===== src/shared/bbx_defs.svh =====
`ifndef BBX_DEFS_SVH
`define BBX_DEFS_SVH

// Widths
`define BBX_PC_W        16
`define BBX_OFF_W       12

// Status flag positions
`define BBX_FLG_C       0
`define BBX_FLG_Z       1
`define BBX_FLG_N       2
`define BBX_FLG_V       3
`define BBX_FLG_S       4
`define BBX_FLG_H       5
`define BBX_FLG_T       6
`define BBX_FLG_I       7
`define BBX_FLAGS_RST   8'h00

// Cycle counts per instruction class
`define BBX_CYC_ONE     3'h1
`define BBX_CYC_JMP_REL 3'h2
`define BBX_CYC_JMP_Z   3'h2
`define BBX_CYC_JMP_ABS 3'h3
`define BBX_CYC_CAL_REL 3'h3
`define BBX_CYC_CAL_Z   3'h3
`define BBX_CYC_CAL_ABS 3'h4
`define BBX_CYC_RET     3'h4
`define BBX_CYC_SKIP1   3'h2
`define BBX_CYC_SKIP2   3'h3
`define BBX_CYC_BR_TAKE 3'h2
`define BBX_CYC_IO_BIT  3'h2
`define BBX_CYC_RUN_ADJ 3'h2

// Program counter steps
`define BBX_STEP_ONE    1
`define BBX_STEP_TWO    2
`define BBX_STEP_THREE  3

`endif


===== src/shared/bbx_pkg.sv =====
`include "bbx_defs.svh"

package bbx_pkg;

	typedef enum logic [4:0] {
		BBX_OP_NONE, BBX_OP_JMP_REL, BBX_OP_JMP_Z, BBX_OP_JMP_ABS,
		BBX_OP_CAL_REL, BBX_OP_CAL_Z, BBX_OP_CAL_ABS, BBX_OP_RET,
		BBX_OP_INTERRUPT_EXIT, BBX_OP_COMPARE_SKIP_EQUAL, BBX_OP_CMP, BBX_OP_CMPC, BBX_OP_CPI,
		BBX_OP_SK_RBC, BBX_OP_SK_RBS, BBX_OP_SK_IOC, BBX_OP_SK_IOS,
		BBX_OP_BR_SET, BBX_OP_BR_CLR, BBX_OP_BR_GE, BBX_OP_BR_LT,
		BBX_OP_IO_SET, BBX_OP_IO_CLR, BBX_OP_ROL, BBX_OP_ROR,
		BBX_OP_ASR, BBX_OP_LSL, BBX_OP_LSR, BBX_OP_BST, BBX_OP_BLD,
		BBX_OP_FLG_SET, BBX_OP_FLG_CLR
	} bbx_op_t;

	typedef enum logic [1:0] {
		BBX_ST_IDLE = 2'b01,
		BBX_ST_RUN  = 2'b10
	} bbx_state_t;

	typedef struct packed {
		bbx_state_t             st;
		logic [1:0]             cnt;
		logic                   ready;
		logic                   done;
		logic                   pc_wr;
		logic                   p_pc_wr;
		logic                   p_ret;
		logic                   p_interrupt_exit;
		logic [`BBX_PC_W-1:0]   pc_new;
		logic                   push;
		logic                   p_push;
		logic [`BBX_PC_W-1:0]   push_data;
		logic                   pop;
		logic                   io_wr;
		logic                   p_io_wr;
		logic [7:0]             io_wdata;
		logic                   reg_wr;
		logic                   p_reg_wr;
		logic [7:0]             reg_wdata;
		logic [7:0]             flags;
		logic [7:0]             p_flags;
	} bbx_regs_t;

endpackage : bbx_pkg


===== src/verilog/bbx_cond.sv =====
`timescale 1ns/10ps
`default_nettype none
`include "bbx_defs.svh"

module bbx_cond
	import bbx_pkg::*;
(
	// Decode
	input  wire bbx_op_t    op,
	input  wire logic [2:0] bit_sel,
	input  wire logic [2:0] flag_sel,
	// Operands
	input  wire logic [7:0] rd_val,
	input  wire logic [7:0] rr_val,
	input  wire logic [7:0] io_rdata,
	input  wire logic [7:0] flags,
	// Result
	output var  logic       take
);

	logic sgn;

	always_comb begin
		sgn = flags[`BBX_FLG_N] ^ flags[`BBX_FLG_V];
		case (op)
			BBX_OP_COMPARE_SKIP_EQUAL:   take = (rd_val == rr_val);
			BBX_OP_SK_RBC: take = ~rd_val[bit_sel];
			BBX_OP_SK_RBS: take = rd_val[bit_sel];
			BBX_OP_SK_IOC: take = ~io_rdata[bit_sel];
			BBX_OP_SK_IOS: take = io_rdata[bit_sel];
			BBX_OP_BR_SET: take = flags[flag_sel];
			BBX_OP_BR_CLR: take = ~flags[flag_sel];
			BBX_OP_BR_GE:  take = ~sgn;
			BBX_OP_BR_LT:  take = sgn;
			default:       take = 1'b0;
		endcase
	end

endmodule : bbx_cond
`default_nettype wire


===== src/verilog/bbx_shift.sv =====
`timescale 1ns/10ps
`default_nettype none
`include "bbx_defs.svh"

module bbx_shift
	import bbx_pkg::*;
(
	// Decode
	input  wire bbx_op_t    op,
	// Operands
	input  wire logic [7:0] a,
	input  wire logic [7:0] b,
	input  wire logic [7:0] flags_in,
	// Result
	output var  logic [7:0] res,
	output var  logic [7:0] flags_out
);

	logic c_in;
	logic c_out;
	logic n;
	logic v;

	always_comb begin
		c_in      = flags_in[`BBX_FLG_C];
		flags_out = flags_in;
		res       = a;
		c_out     = c_in;
		case (op)
			BBX_OP_CMP, BBX_OP_CMPC, BBX_OP_CPI: begin
				// Subtract only for flags; carry used by the chained form
				res = a - b - ((op == BBX_OP_CMPC) ? {7'h00, c_in} : 8'h00);
				c_out = (~a[7] & b[7]) | (b[7] & res[7]) | (res[7] & ~a[7]);
				flags_out[`BBX_FLG_H] = (~a[3] & b[3]) | (b[3] & res[3])
					| (res[3] & ~a[3]);
				flags_out[`BBX_FLG_V] = (a[7] & ~b[7] & ~res[7])
					| (~a[7] & b[7] & res[7]);
			end
			BBX_OP_ROL: begin
				res   = {a[6:0], c_in};
				c_out = a[7];
			end
			BBX_OP_ROR: begin
				res   = {c_in, a[7:1]};
				c_out = a[0];
			end
			BBX_OP_ASR: begin
				res   = {a[7], a[7:1]};
				c_out = a[0];
			end
			BBX_OP_LSL: begin
				res   = {a[6:0], 1'b0};
				c_out = a[7];
			end
			BBX_OP_LSR: begin
				res   = {1'b0, a[7:1]};
				c_out = a[0];
			end
			default: begin
				res   = a;
				c_out = c_in;
			end
		endcase
		n = res[7];
		v = (op == BBX_OP_CMP || op == BBX_OP_CMPC || op == BBX_OP_CPI)
			? flags_out[`BBX_FLG_V] : (n ^ c_out);
		flags_out[`BBX_FLG_C] = c_out;
		flags_out[`BBX_FLG_N] = n;
		flags_out[`BBX_FLG_V] = v;
		flags_out[`BBX_FLG_S] = n ^ v;
		if (op == BBX_OP_CMPC) begin
			flags_out[`BBX_FLG_Z] = (res == 8'h00) & flags_in[`BBX_FLG_Z];
		end else begin
			flags_out[`BBX_FLG_Z] = (res == 8'h00);
		end
	end

endmodule : bbx_shift
`default_nettype wire


===== src/verilog/bbx_exec.sv =====
`timescale 1ns/10ps
`default_nettype none
`include "bbx_defs.svh"

// Overview of operation
// - Pointer jump: PC from Z, two cycles
// - Relative call: push, PC plus offset plus one
// - Pointer call: push, PC from Z, three cycles
// - Direct call: push, absolute target, four cycles
// - Compare registers, skip next when equal
// - Compare immediate sets Z N V S C H only
// - Skip when register bit is zero
// - Skip when register bit is one
// - Skip when I/O bit reads zero
// - Skip when I/O bit reads one
// - Branch when chosen flag is one
// - Branch when chosen flag is zero
// - Branch when N xor V is zero
// - Branch when N xor V is one
// - Branch on interrupt enable set or clear
// - Set or clear one I/O bit, two cycles
// - Rotate left through carry, update flags
// - Rotate right through carry, update flags
// - Arithmetic shift right keeps bit seven
// - Move bit to T, T to bit
// - Interrupt enable set or clear, one cycle
// - Each flag instruction sets or clears one flag
module bbx_exec
	import bbx_pkg::*;
#(
	parameter int PC_W  = `BBX_PC_W,
	parameter int OFF_W = `BBX_OFF_W
) (
	// Clock and reset
	input  wire logic            clk_sys,
	input  wire logic            resetn,
	// Instruction issue
	input  wire logic            start,
	input  wire bbx_op_t         op,
	input  wire logic [2:0]      bit_sel,
	input  wire logic [2:0]      flag_sel,
	input  wire logic            next_two_word,
	output var  logic            ready,
	output var  logic            done,
	// Operands
	input  wire logic [7:0]      rd_val,
	input  wire logic [7:0]      rr_val,
	input  wire logic [7:0]      imm_val,
	input  wire logic [OFF_W-1:0] rel_off,
	input  wire logic [PC_W-1:0] abs_target,
	// Program counter and pointer
	input  wire logic [PC_W-1:0] pc_cur,
	input  wire logic [PC_W-1:0] z_ptr,
	output var  logic            pc_wr,
	output var  logic [PC_W-1:0] pc_new,
	// Stack
	output var  logic            stack_push,
	output var  logic [PC_W-1:0] stack_wdata,
	output var  logic            stack_pop,
	input  wire logic [PC_W-1:0] stack_rdata,
	// I/O space
	input  wire logic [7:0]      io_rdata,
	output var  logic            io_wr,
	output var  logic [7:0]      io_wdata,
	// Register file write back
	output var  logic            reg_wr,
	output var  logic [7:0]      reg_wdata,
	// Status flags
	input  wire logic            flags_ld,
	input  wire logic [7:0]      flags_in,
	output var  logic [7:0]      flags
);

	localparam bbx_regs_t RST = '{
		st:        BBX_ST_IDLE,
		cnt:       2'h0,
		ready:     1'b1,
		flags:     `BBX_FLAGS_RST,
		p_flags:   `BBX_FLAGS_RST,
		default:   '0
	};

	initial begin
		if (PC_W != `BBX_PC_W || OFF_W < 2 || OFF_W > PC_W) begin
			$error("bbx_exec: unsupported PC_W or OFF_W");
		end
	end

	bbx_regs_t s_q;
	bbx_regs_t s_d;

	logic            take;
	logic [7:0]      sh_res;
	logic [7:0]      sh_flags;
	logic [7:0]      sh_b;
	logic [2:0]      cyc;
	logic            fin;
	logic            own_fl;
	logic [PC_W-1:0] pc_rel;
	logic [PC_W-1:0] pc_inc1;
	logic [PC_W-1:0] pc_inc2;
	logic [PC_W-1:0] pc_skip;
	logic [7:0]      bit_mask;

	assign sh_b = (op == BBX_OP_CPI) ? imm_val : rr_val;

	bbx_cond u_cond (
		.op       (op),
		.bit_sel  (bit_sel),
		.flag_sel (flag_sel),
		.rd_val   (rd_val),
		.rr_val   (rr_val),
		.io_rdata (io_rdata),
		.flags    (s_q.flags),
		.take     (take)
	);

	bbx_shift u_shift (
		.op        (op),
		.a         (rd_val),
		.b         (sh_b),
		.flags_in  (s_q.flags),
		.res       (sh_res),
		.flags_out (sh_flags)
	);

	// Program counter candidates
	always_comb begin
		pc_inc1 = pc_cur + PC_W'(`BBX_STEP_ONE);
		pc_inc2 = pc_cur + PC_W'(`BBX_STEP_TWO);
		pc_rel  = pc_inc1 + PC_W'($signed(rel_off));
		pc_skip = next_two_word ? pc_cur + PC_W'(`BBX_STEP_THREE)
			: pc_inc2;
		bit_mask = 8'h01 << bit_sel;
	end

	// A one-cycle op completes on its taking edge; a longer one waits in
	// the run state and counts down to completion
	always_comb begin
		s_d       = s_q;
		s_d.done  = 1'b0;
		s_d.pc_wr = 1'b0;
		s_d.push  = 1'b0;
		s_d.pop   = 1'b0;
		s_d.io_wr = 1'b0;
		s_d.reg_wr = 1'b0;
		cyc       = `BBX_CYC_ONE;
		fin       = 1'b0;
		own_fl    = 1'b0;
		case (s_q.st)
			BBX_ST_IDLE: begin
				if (start) begin
					// Drop whatever the previous instruction left pending
					s_d.p_pc_wr  = 1'b0;
					s_d.p_push   = 1'b0;
					s_d.p_io_wr  = 1'b0;
					s_d.p_reg_wr = 1'b0;
					s_d.p_ret    = 1'b0;
					s_d.p_interrupt_exit   = 1'b0;
					s_d.p_flags  = s_q.flags;
					s_d.push_data = pc_inc1;
					s_d.io_wdata  = io_rdata;
					s_d.reg_wdata = rd_val;
					case (op)
						BBX_OP_JMP_REL: begin
							cyc         = `BBX_CYC_JMP_REL;
							s_d.p_pc_wr = 1'b1;
							s_d.pc_new  = pc_rel;
						end
						BBX_OP_JMP_Z: begin
							cyc         = `BBX_CYC_JMP_Z;
							s_d.p_pc_wr = 1'b1;
							s_d.pc_new  = z_ptr;
						end
						BBX_OP_JMP_ABS: begin
							cyc         = `BBX_CYC_JMP_ABS;
							s_d.p_pc_wr = 1'b1;
							s_d.pc_new  = abs_target;
						end
						BBX_OP_CAL_REL: begin
							cyc         = `BBX_CYC_CAL_REL;
							s_d.p_pc_wr = 1'b1;
							s_d.p_push  = 1'b1;
							s_d.pc_new  = pc_rel;
						end
						BBX_OP_CAL_Z: begin
							cyc         = `BBX_CYC_CAL_Z;
							s_d.p_pc_wr = 1'b1;
							s_d.p_push  = 1'b1;
							s_d.pc_new  = z_ptr;
						end
						BBX_OP_CAL_ABS: begin
							// Two-word instruction: return past both words
							cyc           = `BBX_CYC_CAL_ABS;
							s_d.p_pc_wr   = 1'b1;
							s_d.p_push    = 1'b1;
							s_d.pc_new    = abs_target;
							s_d.push_data = pc_inc2;
						end
						BBX_OP_RET, BBX_OP_INTERRUPT_EXIT: begin
							cyc         = `BBX_CYC_RET;
							s_d.p_pc_wr = 1'b1;
							s_d.p_ret   = 1'b1;
							s_d.p_interrupt_exit  = (op == BBX_OP_INTERRUPT_EXIT);
							s_d.pop     = 1'b1;
						end
						BBX_OP_COMPARE_SKIP_EQUAL, BBX_OP_SK_RBC, BBX_OP_SK_RBS,
						BBX_OP_SK_IOC, BBX_OP_SK_IOS: begin
							s_d.p_pc_wr = 1'b1;
							if (take) begin
								cyc = next_two_word ? `BBX_CYC_SKIP2
									: `BBX_CYC_SKIP1;
								s_d.pc_new = pc_skip;
							end else begin
								s_d.pc_new = pc_inc1;
							end
						end
						BBX_OP_BR_SET, BBX_OP_BR_CLR,
						BBX_OP_BR_GE, BBX_OP_BR_LT: begin
							s_d.p_pc_wr = 1'b1;
							if (take) begin
								cyc        = `BBX_CYC_BR_TAKE;
								s_d.pc_new = pc_rel;
							end else begin
								s_d.pc_new = pc_inc1;
							end
						end
						BBX_OP_CMP, BBX_OP_CMPC, BBX_OP_CPI: begin
							s_d.p_flags = sh_flags;
							own_fl      = 1'b1;
						end
						BBX_OP_IO_SET: begin
							cyc          = `BBX_CYC_IO_BIT;
							s_d.p_io_wr  = 1'b1;
							s_d.io_wdata = io_rdata | bit_mask;
						end
						BBX_OP_IO_CLR: begin
							cyc          = `BBX_CYC_IO_BIT;
							s_d.p_io_wr  = 1'b1;
							s_d.io_wdata = io_rdata & ~bit_mask;
						end
						BBX_OP_ROL, BBX_OP_ROR, BBX_OP_ASR,
						BBX_OP_LSL, BBX_OP_LSR: begin
							s_d.p_reg_wr  = 1'b1;
							s_d.reg_wdata = sh_res;
							s_d.p_flags   = sh_flags;
							own_fl        = 1'b1;
						end
						BBX_OP_BST: begin
							s_d.p_flags[`BBX_FLG_T] = rd_val[bit_sel];
							own_fl = 1'b1;
						end
						BBX_OP_BLD: begin
							s_d.p_reg_wr = 1'b1;
							s_d.reg_wdata = s_q.flags[`BBX_FLG_T]
								? (rd_val | bit_mask) : (rd_val & ~bit_mask);
						end
						BBX_OP_FLG_SET: begin
							s_d.p_flags[flag_sel] = 1'b1;
							own_fl = 1'b1;
						end
						BBX_OP_FLG_CLR: begin
							s_d.p_flags[flag_sel] = 1'b0;
							own_fl = 1'b1;
						end
						default: begin
							cyc = `BBX_CYC_ONE;
						end
					endcase
					if (cyc == `BBX_CYC_ONE) begin
						fin = 1'b1;
					end else begin
						s_d.st  = BBX_ST_RUN;
						s_d.cnt = 2'(cyc - `BBX_CYC_RUN_ADJ);
					end
				end
			end
			BBX_ST_RUN: begin
				if (s_q.cnt == 2'h0) begin
					fin = 1'b1;
				end else begin
					s_d.cnt = s_q.cnt - 2'h1;
				end
			end
			default: begin
				s_d.st = BBX_ST_IDLE;
			end
		endcase
		if (fin) begin
			s_d.st     = BBX_ST_IDLE;
			s_d.done   = 1'b1;
			s_d.pc_wr  = s_d.p_pc_wr;
			s_d.push   = s_d.p_push;
			s_d.io_wr  = s_d.p_io_wr;
			s_d.reg_wr = s_d.p_reg_wr;
			if (s_d.p_ret) begin
				s_d.pc_new = stack_rdata;
			end
		end
		// Own flag write wins over an outside load in the same cycle;
		// ops that leave the flags alone let that load through
		if (fin && own_fl) begin
			s_d.flags = s_d.p_flags;
		end else if (flags_ld) begin
			s_d.flags = flags_in;
		end
		if (fin && s_d.p_interrupt_exit) begin
			s_d.flags[`BBX_FLG_I] = 1'b1;
		end
		s_d.ready = (s_d.st == BBX_ST_IDLE);
	end

	// Synchronous reset returns every field to idle
	always_ff @(posedge clk_sys) begin
		if (!resetn) begin
			s_q <= RST;
		end else begin
			s_q <= s_d;
		end
	end

	// Outputs
	assign ready       = s_q.ready;
	assign done        = s_q.done;
	assign pc_wr       = s_q.pc_wr;
	assign pc_new      = s_q.pc_new;
	assign stack_push  = s_q.push;
	assign stack_wdata = s_q.push_data;
	assign stack_pop   = s_q.pop;
	assign io_wr       = s_q.io_wr;
	assign io_wdata    = s_q.io_wdata;
	assign reg_wr      = s_q.reg_wr;
	assign reg_wdata   = s_q.reg_wdata;
	assign flags       = s_q.flags;

endmodule : bbx_exec
`default_nettype wire


===== config.mk =====
export PLATFORM = sky130hd
export DESIGN_NAME = bbx_exec
export DESIGN_NICKNAME = d
export VERILOG_FILES = /design/src/shared/bbx_pkg.sv /design/src/verilog/bbx_cond.sv /design/src/verilog/bbx_shift.sv /design/src/verilog/bbx_exec.sv
export VERILOG_INCLUDE_DIRS = /design/src /design/src/shared
export SDC_FILE = /design/constraint.sdc
export NUM_CORES = 1
export LEC_CHECK = 0
export ABC_CLOCK_PERIOD_IN_PS = 14200
export BUFFER_PORTS_ARGS = -buffer_cell sky130_fd_sc_hd__buf_2
export CORE_MARGIN = 3
export CORE_UTILIZATION = 55
export DETAILED_ROUTE_END_ITERATION = 8
export PLACE_DENSITY = 0.8
export SLEW_MARGIN = 5
export SYNTH_ARGS = -nofsm -noshare
export SYNTH_HDL_FRONTEND = slang
export SYNTH_HIERARCHICAL = 1
export SYNTH_SLANG_ARGS = --single-unit

===== constraint.sdc =====
create_clock -name clk_sys -period 14.2 [get_ports clk_sys]
set_input_delay 2.84 -clock clk_sys [delete_from_list [all_inputs] [get_ports clk_sys]]
set_output_delay 2.84 -clock clk_sys [all_outputs]
set_load 0.03 [all_outputs]

[Yosys cells after proc, flatten, opt, wreduce, memory -nomap -nowiden]
Index checks and enable logic that the tools add are counted.
Storage, ports and cells
  bits in registers: 81
  bits in latches: 0
  bits in writable memories: 0
  ROM bits: 0
  input port bits: 132
  output and inout bits: 63
  memories: 0
Cells by class
  add/sub/neg operators: 8
  multipliers: 0
  div/mod/pow operators: 0
  magnitude comparators: 3
  eq/ne operators: 39
  shift-type cells: 1
  muxes and demuxes: 67
  bitwise logic cells: 34
  reductions and logical operators: 31
Operators with widths (count)
  == test 5 bit (second input constant): 16
  2-to-1 mux 16 bit: 5
  case mux 16 bit (5 select lines): 1
  2-to-1 mux 8 bit: 6
  case mux 8 bit (6 select lines): 1
  == test 5 x 4 -> 1 bit (second input constant): 8
  2-to-1 mux 19 bit: 2
  2-to-1 mux 18 bit: 2
  2-to-1 mux 9 bit: 4
  case mux 9 bit (2 select lines): 2
  adder 16 x 2 -> 16 bit (second input constant): 2
  bitwise AND 8 bit: 3
  bitwise OR 8 bit: 3
  == test 5 x 3 -> 1 bit (second input constant): 4
  2-to-1 mux 1 bit: 20
  case mux 6 bit (3 select lines): 1
  2-to-1 mux 17 bit: 1
  OR reduction 17 bit: 1
  adder 16 x 1 -> 16 bit (second input constant): 1
  adder 16 bit: 1
  NOT 8 bit: 2
  subtractor 8 bit: 2
  case mux 3 bit (5 select lines): 1
  OR reduction 3 bit: 5
  other kinds (39): 89

[Logic depth before layout (Yosys ltp)]
Gate-level depths: netlist of the first run.
  depth in word-level cells: 16
  gate-level depth with buffers: 21
  mapped depth without buffers: 17

[Modules after synthesis]
The synthesis of the first run kept the hierarchy.
By module, submodules not included
  bbx_exec: instances 1, cells each 891, area an instance 6774.0 µm²
  bbx_shift: instances 1, cells each 146, area an instance 1136.1 µm²
  bbx_cond: instances 1, cells each 40, area an instance 407.9 µm²

[Worst setup path after synthesis of the first run]
OpenSTA, ideal clock, no wires.
  path type: in2reg
  start: input op[3]
  end: register s_q (netlist bit flags[1])
  library setup time: 0.071 ns
  arrival: 6.942 ns
  slack: 7.187 ns
  cell stages on the path: 18
  buffers on the path: 4
  path through: buf_2 buf_2 buf_1 and3_1 clkbuf_1 mux2_2 inv_1 fa_1 ha_1 o21a_1 or3_1 a32o_1 o22ai_1 or3b_2 nor4_2 a221oi_1 o2bb2ai_1 a21oi_1
On the way
  word-level cells in the longest chain between the ends: 12
  elaborated cells between the ends (all ways): 65
  classes of those cells: 2 x add/sub; 31 x eq/ne; 20 x mux; 1 x bitwise; 11 x reduce/logical
Ends and longest elaborated chain
  from (decl): RTL line bbx_exec.sv:39  | input wire bbx_op_t op,
  == test 5 x 4 -> 1 bit (*): RTL line bbx_exec.sv:105  | assign sh_b = (op == BBX_OP_CPI) ? imm_val : rr_val;
  2-to-1 mux 8 bit (*): RTL line bbx_exec.sv:105
  net sh_b[0]: RTL line bbx_exec.sv:95  | logic [7:0] sh_b;
  subtractor 8 bit (*) (2 in a row): RTL line bbx_shift.sv:32  | res = a - b - ((op == BBX_OP_CMPC) ? {7'h00, c_in} : 8'h00);
  case mux 8 bit (6 select lines) (*): RTL line bbx_shift.sv:29  | case (op)
  logical NOT 8 bit (*): RTL line bbx_shift.sv:72, bbx_shift.sv:74
  bitwise AND 1 bit: RTL line bbx_shift.sv:72  | flags_out[`BBX_FLG_Z] = (res == 8'h00) & flags_in[`BBX_FLG_Z];
  2-to-1 mux 1 bit (*): RTL line bbx_shift.sv:71  | if (op == BBX_OP_CMPC) begin
  net sh_flags[1]: RTL line bbx_exec.sv:94  | logic [7:0] sh_flags;
  case mux 6 bit (3 select lines) (*): RTL line bbx_exec.sv:164  | case (op)
  2-to-1 mux 8 bit (*): RTL line bbx_exec.sv:152  | if (start) begin
  2-to-1 mux 8 bit (*): RTL line bbx_exec.sv:150  | case (s_q.st)
  2-to-1 mux 8 bit (*): RTL line bbx_exec.sv:302  | if (fin && own_fl) begin
  to (signal assigned): RTL line bbx_exec.sv:316  | s_q <= RST;
  to (signal assigned): RTL line bbx_exec.sv:318  | s_q <= s_d;
  to (decl): RTL line bbx_exec.sv:89  | bbx_regs_t s_q;
The timed path passes the listed nets; every way through them passes the cells marked *. The select of a mux whose other input is x is not followed.
A chain may end at the register's enable or synchronous reset.

[Worst setup path in the final report of the first run]
  start: input op[1]
  end: register s_q (netlist bit flags[1])
The elaborated chain is that of the path after synthesis.

==> impl_metrics.csv, run 1 <==
group,metric,value,unit
routing,via_per_inst,6.273,
placement,io_buffers,194,
placement,place_inst,1324,
synthesis,async_flop_share,0,%
pwr,power,0.8770,mW
cts,post_cts_resized,0,
worst_setup_path,cp-end-kind,"register",
sta,tns,0,ns
routing,ant_nets,0,
floorplan,coreArea,14640,um2
placement,gp_congestion,0.9387,
synthesis,synthCells,1077,
routing,routed_wl,24150,um
worst_setup_path,arrival,7.59,ns
global_routing,antenna_found_initial,1,
status,status,"finished, final reports clean",
final_layout,fillCellCount,1352,
cts,cts_sinks,77,
synthesis,syn-cell-area,8318,um2
final_layout,nets,1325,
sta,slew_headroom,31.17,%
pwr,clkPwrFrac,30.8,%
worst_setup_path,cp_max_fo,55,
sta,drv_slew,0,
job,cap_violations,0,
global_routing,grt_usage,27.43,%
pwr,p_seq_share,29.6,%
sta,layout_worst_path_cycle_share,51.52,%
synthesis,synth.area.top_cells,"dfxtp_1 (19%), buf_4 (6.0%), ha_1 (5.9%)",
synthesis,ys_seq_area_share,18.53,%
pwr,swShare,37.80,%
pwr,p_comb_share,39.7,%
floorplan,die_height,129.0,um
final_layout,area_delta_synth_final,8.785,%
cts,cts_root_buffer,"clkbuf_16",
cts,htree_num_levels,3,
global_routing,grt_pass1_wl,37270,um
cts,post-cts-setup-buffers,0,
pwr,p_int,0.5455,mW
worst_setup_path,required,14.48,ns
sta,skew,0.009090,ns
worst_setup_path,criticalPathCategory,"input port to register",
cts,tritoncts,"done",
floorplan,start_util,56.80,%
worst_hold_path,hold_path.class,"register to register",
synthesis,avgSynthCellArea,7.723,um2
sta,rsz0062_at_grt,"no",
floorplan,num_rows,44,
cts,cts_buffer_depth,2,
final_layout,fin_cells,1341,
routing,drcViolationCount,0,
routing,drt-pass1-iter-count,5,
synthesis,synth_cell_types,97,
synthesis,synth_top_area_cell,"dfxtp_1",
synthesis,synth-seq-cells,77,
sta,fin_crit,7.315,ns
global_routing,grt_max_degree,56,
final_layout,drive_gt1_share,23.88,%
floorplan,die_x,129.0,um
synthesis,yosysWarningCount,6,
worst_setup_path,startpoint_type,"input port",
routing,drt_iter0_markers,772,
global_routing,overflow,0,
sta,setup_viol,0,
pwr,p_per_area,96.92,nW/um2
pwr,leakage,3.863,nW
synthesis,synth.top_cell.area_share,18.53,%
synthesis,synth-edff-count,0,
global_routing,grt_pass1_vias,7416,
synthesis,synth_nets,1251,
cts,clk_pin_slew,0.06,ns
placement,place_hpwl,18210,um
cts,insertion_delay,0.35,ns
sta,worst_pin_slew,1.028,ns
sta,clock.fmax,0.1367,GHz
sta,finalHoldViolations,0,
synthesis,ys.flop_type,"dfxtp_1",
cts,cts_hold_buf,0,
pwr,power.switching,0.3315,mW
routing,wl_per_cell,18.01,um
routing,vias,8412,
pwr,ir_drop,0.09958,mV
cts,cts_buffers,9,
floorplan,pin_count,195,
floorplan,die-area,16640,um2
## layer usage
layer | track usage (%) | share of wire [%] | vias to the layer above
met4 | 7.783 | 2.0 | 0
met5 | 0 | 0 | -
li1 | - | - | 4077
met2 | 42.87 | 45 | 420
met3 | 4.691 | 8.8 | 44
met1 | 38.99 | 44 | 3871
## Yosys cell counts, drive strengths merged (19+ instances only)
master,count
nor2,102
a21oi,76
clkbuf,38
ha,39
o21ai,63
xor2,25
xnor2,44
nand2,78
a221oi,22
nor3,21
buf,98
mux2,19
a211oi,31
dfxtp,77
inv,50
## final cells by class
type                    count  area (um2)  area share [%]
clock inverters             7       122.6           1.355
flip-flops and latches     77        1541           17.04
multi-input cells         814        5731           63.33
repair buffers            199        1008           11.14
diodes                      1       2.502         0.02765
inverters                  50       187.7           2.074
well taps                 184       230.2           2.544
clock buffers               9       225.2           2.489
## registers in the layout (all words and copies together) (netlist names)
signal / cells
pc_new: 16
stack_wdata: 16
s_q: 14
flags: 8
io_wdata: 8
reg_wdata: 8
done: 1
io_wr: 1
pc_wr: 1
ready: 1
reg_wr: 1
stack_pop: 1
stack_push: 1
## logic make-up after synthesis
kind of cell,count (synthesis),synth area share (%)
muxes,41,6.604
xor gates and xnor gates,69,7.265
DFF,77,18.53
buffers and inverters,186,12.58
AOI/OAI and AO/OA,336,28.01
and+or+nand+nor,325,20.31
adders and majority gates,43,6.709
## stage by stage
stage	worst slack, ns	hold slack (ns)	cell area (um2)	util, %
2_1_floorplan	7.187	0.4322	8318	-
3_3_place_gp	6.788	0.4433	8698	59.40
3_5_place_dp	6.644	0.4514	8698	59.40
4_1_cts	7.002	0.4592	9046	61.77
5_1_grt	6.666	0.4841	9049	61.79
6_report	6.885	0.4570	9049	61.79
## critical path, stage by stage
cell       delay (ns)
buf_2            0.67
nor2_1           0.21
and3_1           0.37
mux2_2           0.27
inv_1            0.05
fa_1             0.53
inv_1            0.05
ha_1             0.17
o21a_1           0.22
or3_1            0.38
a32o_1           0.27
o22ai_1          0.21
or3b_2           0.49
nor4_2           0.34
a221oi_1         0.15
o2bb2ai_1        0.17
a21oi_1          0.16
## cell usage in the layout, fill, tap and decap left out, types with 19 or more instances in the layout
master and instances:
a221oi_1 21, nor2_1 98, a21oi_1 76, nand2_1 78
xnor2_1 44, mux2_2 19, a211oi_1 29, dfxtp_1 77
inv_1 48, xor2_1 25, o21ai_0 58, ha_1 39
buf_2 194, nor3_1 20
## power groups by stage
stage | Combinational [mW] | Sequential [mW] | Clock [mW]
2_1_floorplan | 0.281 | 0.261 | 0
3_3_place_gp | 0.338 | 0.263 | 0
3_5_place_dp | 0.342 | 0.264 | 0
4_1_cts | 0.344 | 0.259 | 0.274
5_1_grt | 0.380 | 0.262 | 0.281
6_report | 0.348 | 0.259 | 0.270
## worst paths after layout
| check | start | to | slack (ns) | cells after the start |
|---|---|---|---|---|
| setup / recovery | op[1] | flags[1] | 6.88 | 17 |
| hold / removal | s_q[72] | s_q[72] | 0.46 | 2 |
| setup reg to reg | flags[6] | pc_new[7] | 9.74 | 11 |
| hold reg to reg | s_q[72] | s_q[72] | 0.46 | 2 |
Power figures use the tool's default switching activity.
==> run 2, diff against run 1 <==
Settings changed: ABC_CLOCK_PERIOD_IN_PS 14200 to 7700.
Clock period 14.2 ns to 7.7 ns, I/O delays scaled along.
==> run 2 against run 1 <==
Effect of this change: clock-buffer cell count increased by 1; sequential power increased by 85%; setup slack got worse by 5.2 ns; first-iteration DRC count increased by 13%; global-route usage increased by 0.41 points; register-to-register slack got worse by 6.5 ns; power increased by 81%; clock skew increased by 0.0016 ns; clock power increased by 72%; wire length increased by 0.85%; critical endpoint unchanged; largest cell class unchanged.
==> impl_metrics.csv, run 2 (synthesis results as in run 1) <==
group,metric,value,unit
worst_hold_path,whs_endpoint,"s_q[72]",
global_routing,antenna_found_initial,1,
routing,wl_per_cell,18.16,um
routing,drt_iter0_markers,872,
worst_hold_path,worstHoldStart,"s_q[72]",
global_routing,grt_usage,27.85,%
sta,fin_crit,6.063,ns
pwr,swShare,38.23,%
routing,ant_nets,0,
routing,vias,8542,
final_layout,final_common_cell,"buf_2",
worst_setup_path,startpoint_type,"input port",
final_layout,fillCellCount,1346,
worst_setup_path,required,7.97,ns
global_routing,grt_pass1_wl,37660,um
sta,slew_headroom,29.30,%
global_routing,overflow,0,
cts,cts_root_buffer,"clkbuf_16",
sta,clock.fmax,0.1649,GHz
floorplan,start_util,56.80,%
cts,post_cts_resized,0,
worst_setup_path,r2r_cells,11,
sta,setup_viol,0,
floorplan,die_x,129.0,um
worst_setup_path,arrival,6.34,ns
final_layout,nets,1325,
cts,post-cts-setup-buffers,0,
worst_setup_path,rr_endpoint,"pc_new[7]",
worst_setup_path,cp-end-kind,"register",
pwr,clkPwrFrac,29.3,%
cts,clk_pin_slew,0.06,ns
global_routing,grt_max_degree,56,
worst_setup_path,criticalPathCategory,"input port to register",
placement,place_hpwl,18310,um
worst_setup_path,cp_max_fo,40,
cts,cts_buffers,9,
floorplan,coreArea,14640,um2
floorplan,die_height,129.0,um
sta,rsz0062_at_grt,"no",
sta,finalHoldViolations,0,
floorplan,num_rows,44,
status,status,"finished, final reports clean",
cts,tritoncts,"done",
job,cap_violations,0,
final_layout,area_delta_synth_final,8.514,%
cts,cts_sinks,77,
routing,drcViolationCount,0,
pwr,p_seq_share,30.1,%
pwr,p_int,0.9797,mW
sta,drv_slew,0,
worst_setup_path,reg2reg_slack,3.22,ns
final_layout,multi_input_area,5731,um2
worst_hold_path,hold_path.class,"register to register",
sta,skew,0.01073,ns
sta,tns,0,ns
routing,routed_wl,24360,um
cts,cts_buffer_depth,2,
global_routing,grt_pass1_vias,7526,
floorplan,pin_count,195,
cts,htree_num_levels,3,
pwr,power.switching,0.6064,mW
floorplan,die-area,16640,um2
routing,drt-pass1-iter-count,7,
pwr,ir_drop,0.1701,mV
pwr,power,1.586,mW
placement,gp_congestion,0.9381,
placement,io_buffers,194,
sta,worst_pin_slew,1.056,ns
pwr,p_per_area,175.7,nW/um2
cts,cts_hold_buf,0,
worst_setup_path,r2r_start,"flags[6]",
sta,layout_worst_path_cycle_share,78.74,%
pwr,leakage,3.859,nW
cts,insertion_delay,0.35,ns
final_layout,layout_common_cells,"buf_2 (194), nor2_1 (98), nand2_1 (78)",
pwr,p_comb_share,40.6,%
final_layout,drive_gt1_share,23.88,%
final_layout,regArea,1541,um2
routing,via_per_inst,6.370,
worst_hold_path,whs_path_depth,2,
-- run 2: changes by cell type in the layout (fill, tap and decap cells not counted) --
cell        previous run  this run
bufinv_16              3         2
clkbuf_8               0         1
clkinv_2               0         2
clkinvlp_4             2         1
inv_6                  1         0
-- run 2: how the worst max path moves through the flow --
stage | start | to | slack (ns)
6_report | op[2] | flags[1] | 1.64
5_1_grt | op[2] | flags[1] | 1.40
4_1_cts | op[2] | flags[1] | 1.71
3_5_place_dp | op[2] | flags[1] | 1.45
3_3_place_gp | op[2] | flags[1] | 1.59
2_1_floorplan | op[3] | flags[1] | 1.99
-- run 2: worst max-delay path: stages --
cell       delay (ns)
buf_2            0.52
and2b_4          0.30
and3_1           0.41
mux2_2           0.38
inv_1            0.08
fa_1             0.44
ha_1             0.20
o21a_1           0.20
or3_1            0.37
a32o_1           0.27
o22ai_1          0.22
or3b_2           0.48
nor4_2           0.36
a221oi_1         0.19
o2bb2ai_1        0.19
a21oi_1          0.16
-- run 2: area by class of cell --
cell class,instances,area share [%]
inverters,50,2.079
clock buffers,10,2.648
well taps,184,2.551
flip-flops and latches,77,17.08
repair buffers,199,11.17
multi-input cells,814,63.49
clock inverters,6,0.9565
diodes,1,0.02772
-- run 2: metal layers --
layer | track usage (%) | routed length [um] | share of wire [%]
met1 | 38.95 | 10750 | 44
met2 | 43.14 | 10970 | 45
met3 | 5.355 | 2049 | 8.4
met4 | 9.265 | 592 | 2.4
met5 | 0 | 0 | 0
-- run 2: power groups by stage --
stage | combinational, mW | clock, mW | sequential, mW
6_report | 0.644 | 0.464 | 0.478
5_1_grt | 0.702 | 0.484 | 0.483
4_1_cts | 0.636 | 0.472 | 0.477
3_5_place_dp | 0.631 | 0 | 0.486
3_3_place_gp | 0.623 | 0 | 0.485
2_1_floorplan | 0.518 | 0 | 0.481
-- run 2: per-stage QoR --
stage                     setup slack [ns]  utilization, %  cell area, um2  hold slack (ns)  std cells
after floorplan                      1.987               -            8318           0.4322       1077
after global placement               1.588           59.40            8698           0.4433       1324
after detailed placement             1.455           59.40            8698           0.4507       1324
after CTS                            1.707           61.62            9024           0.4588       1340
after global routing                 1.403           61.64            9026           0.4854       1341
final                                1.637           61.64            9026           0.4644       1341
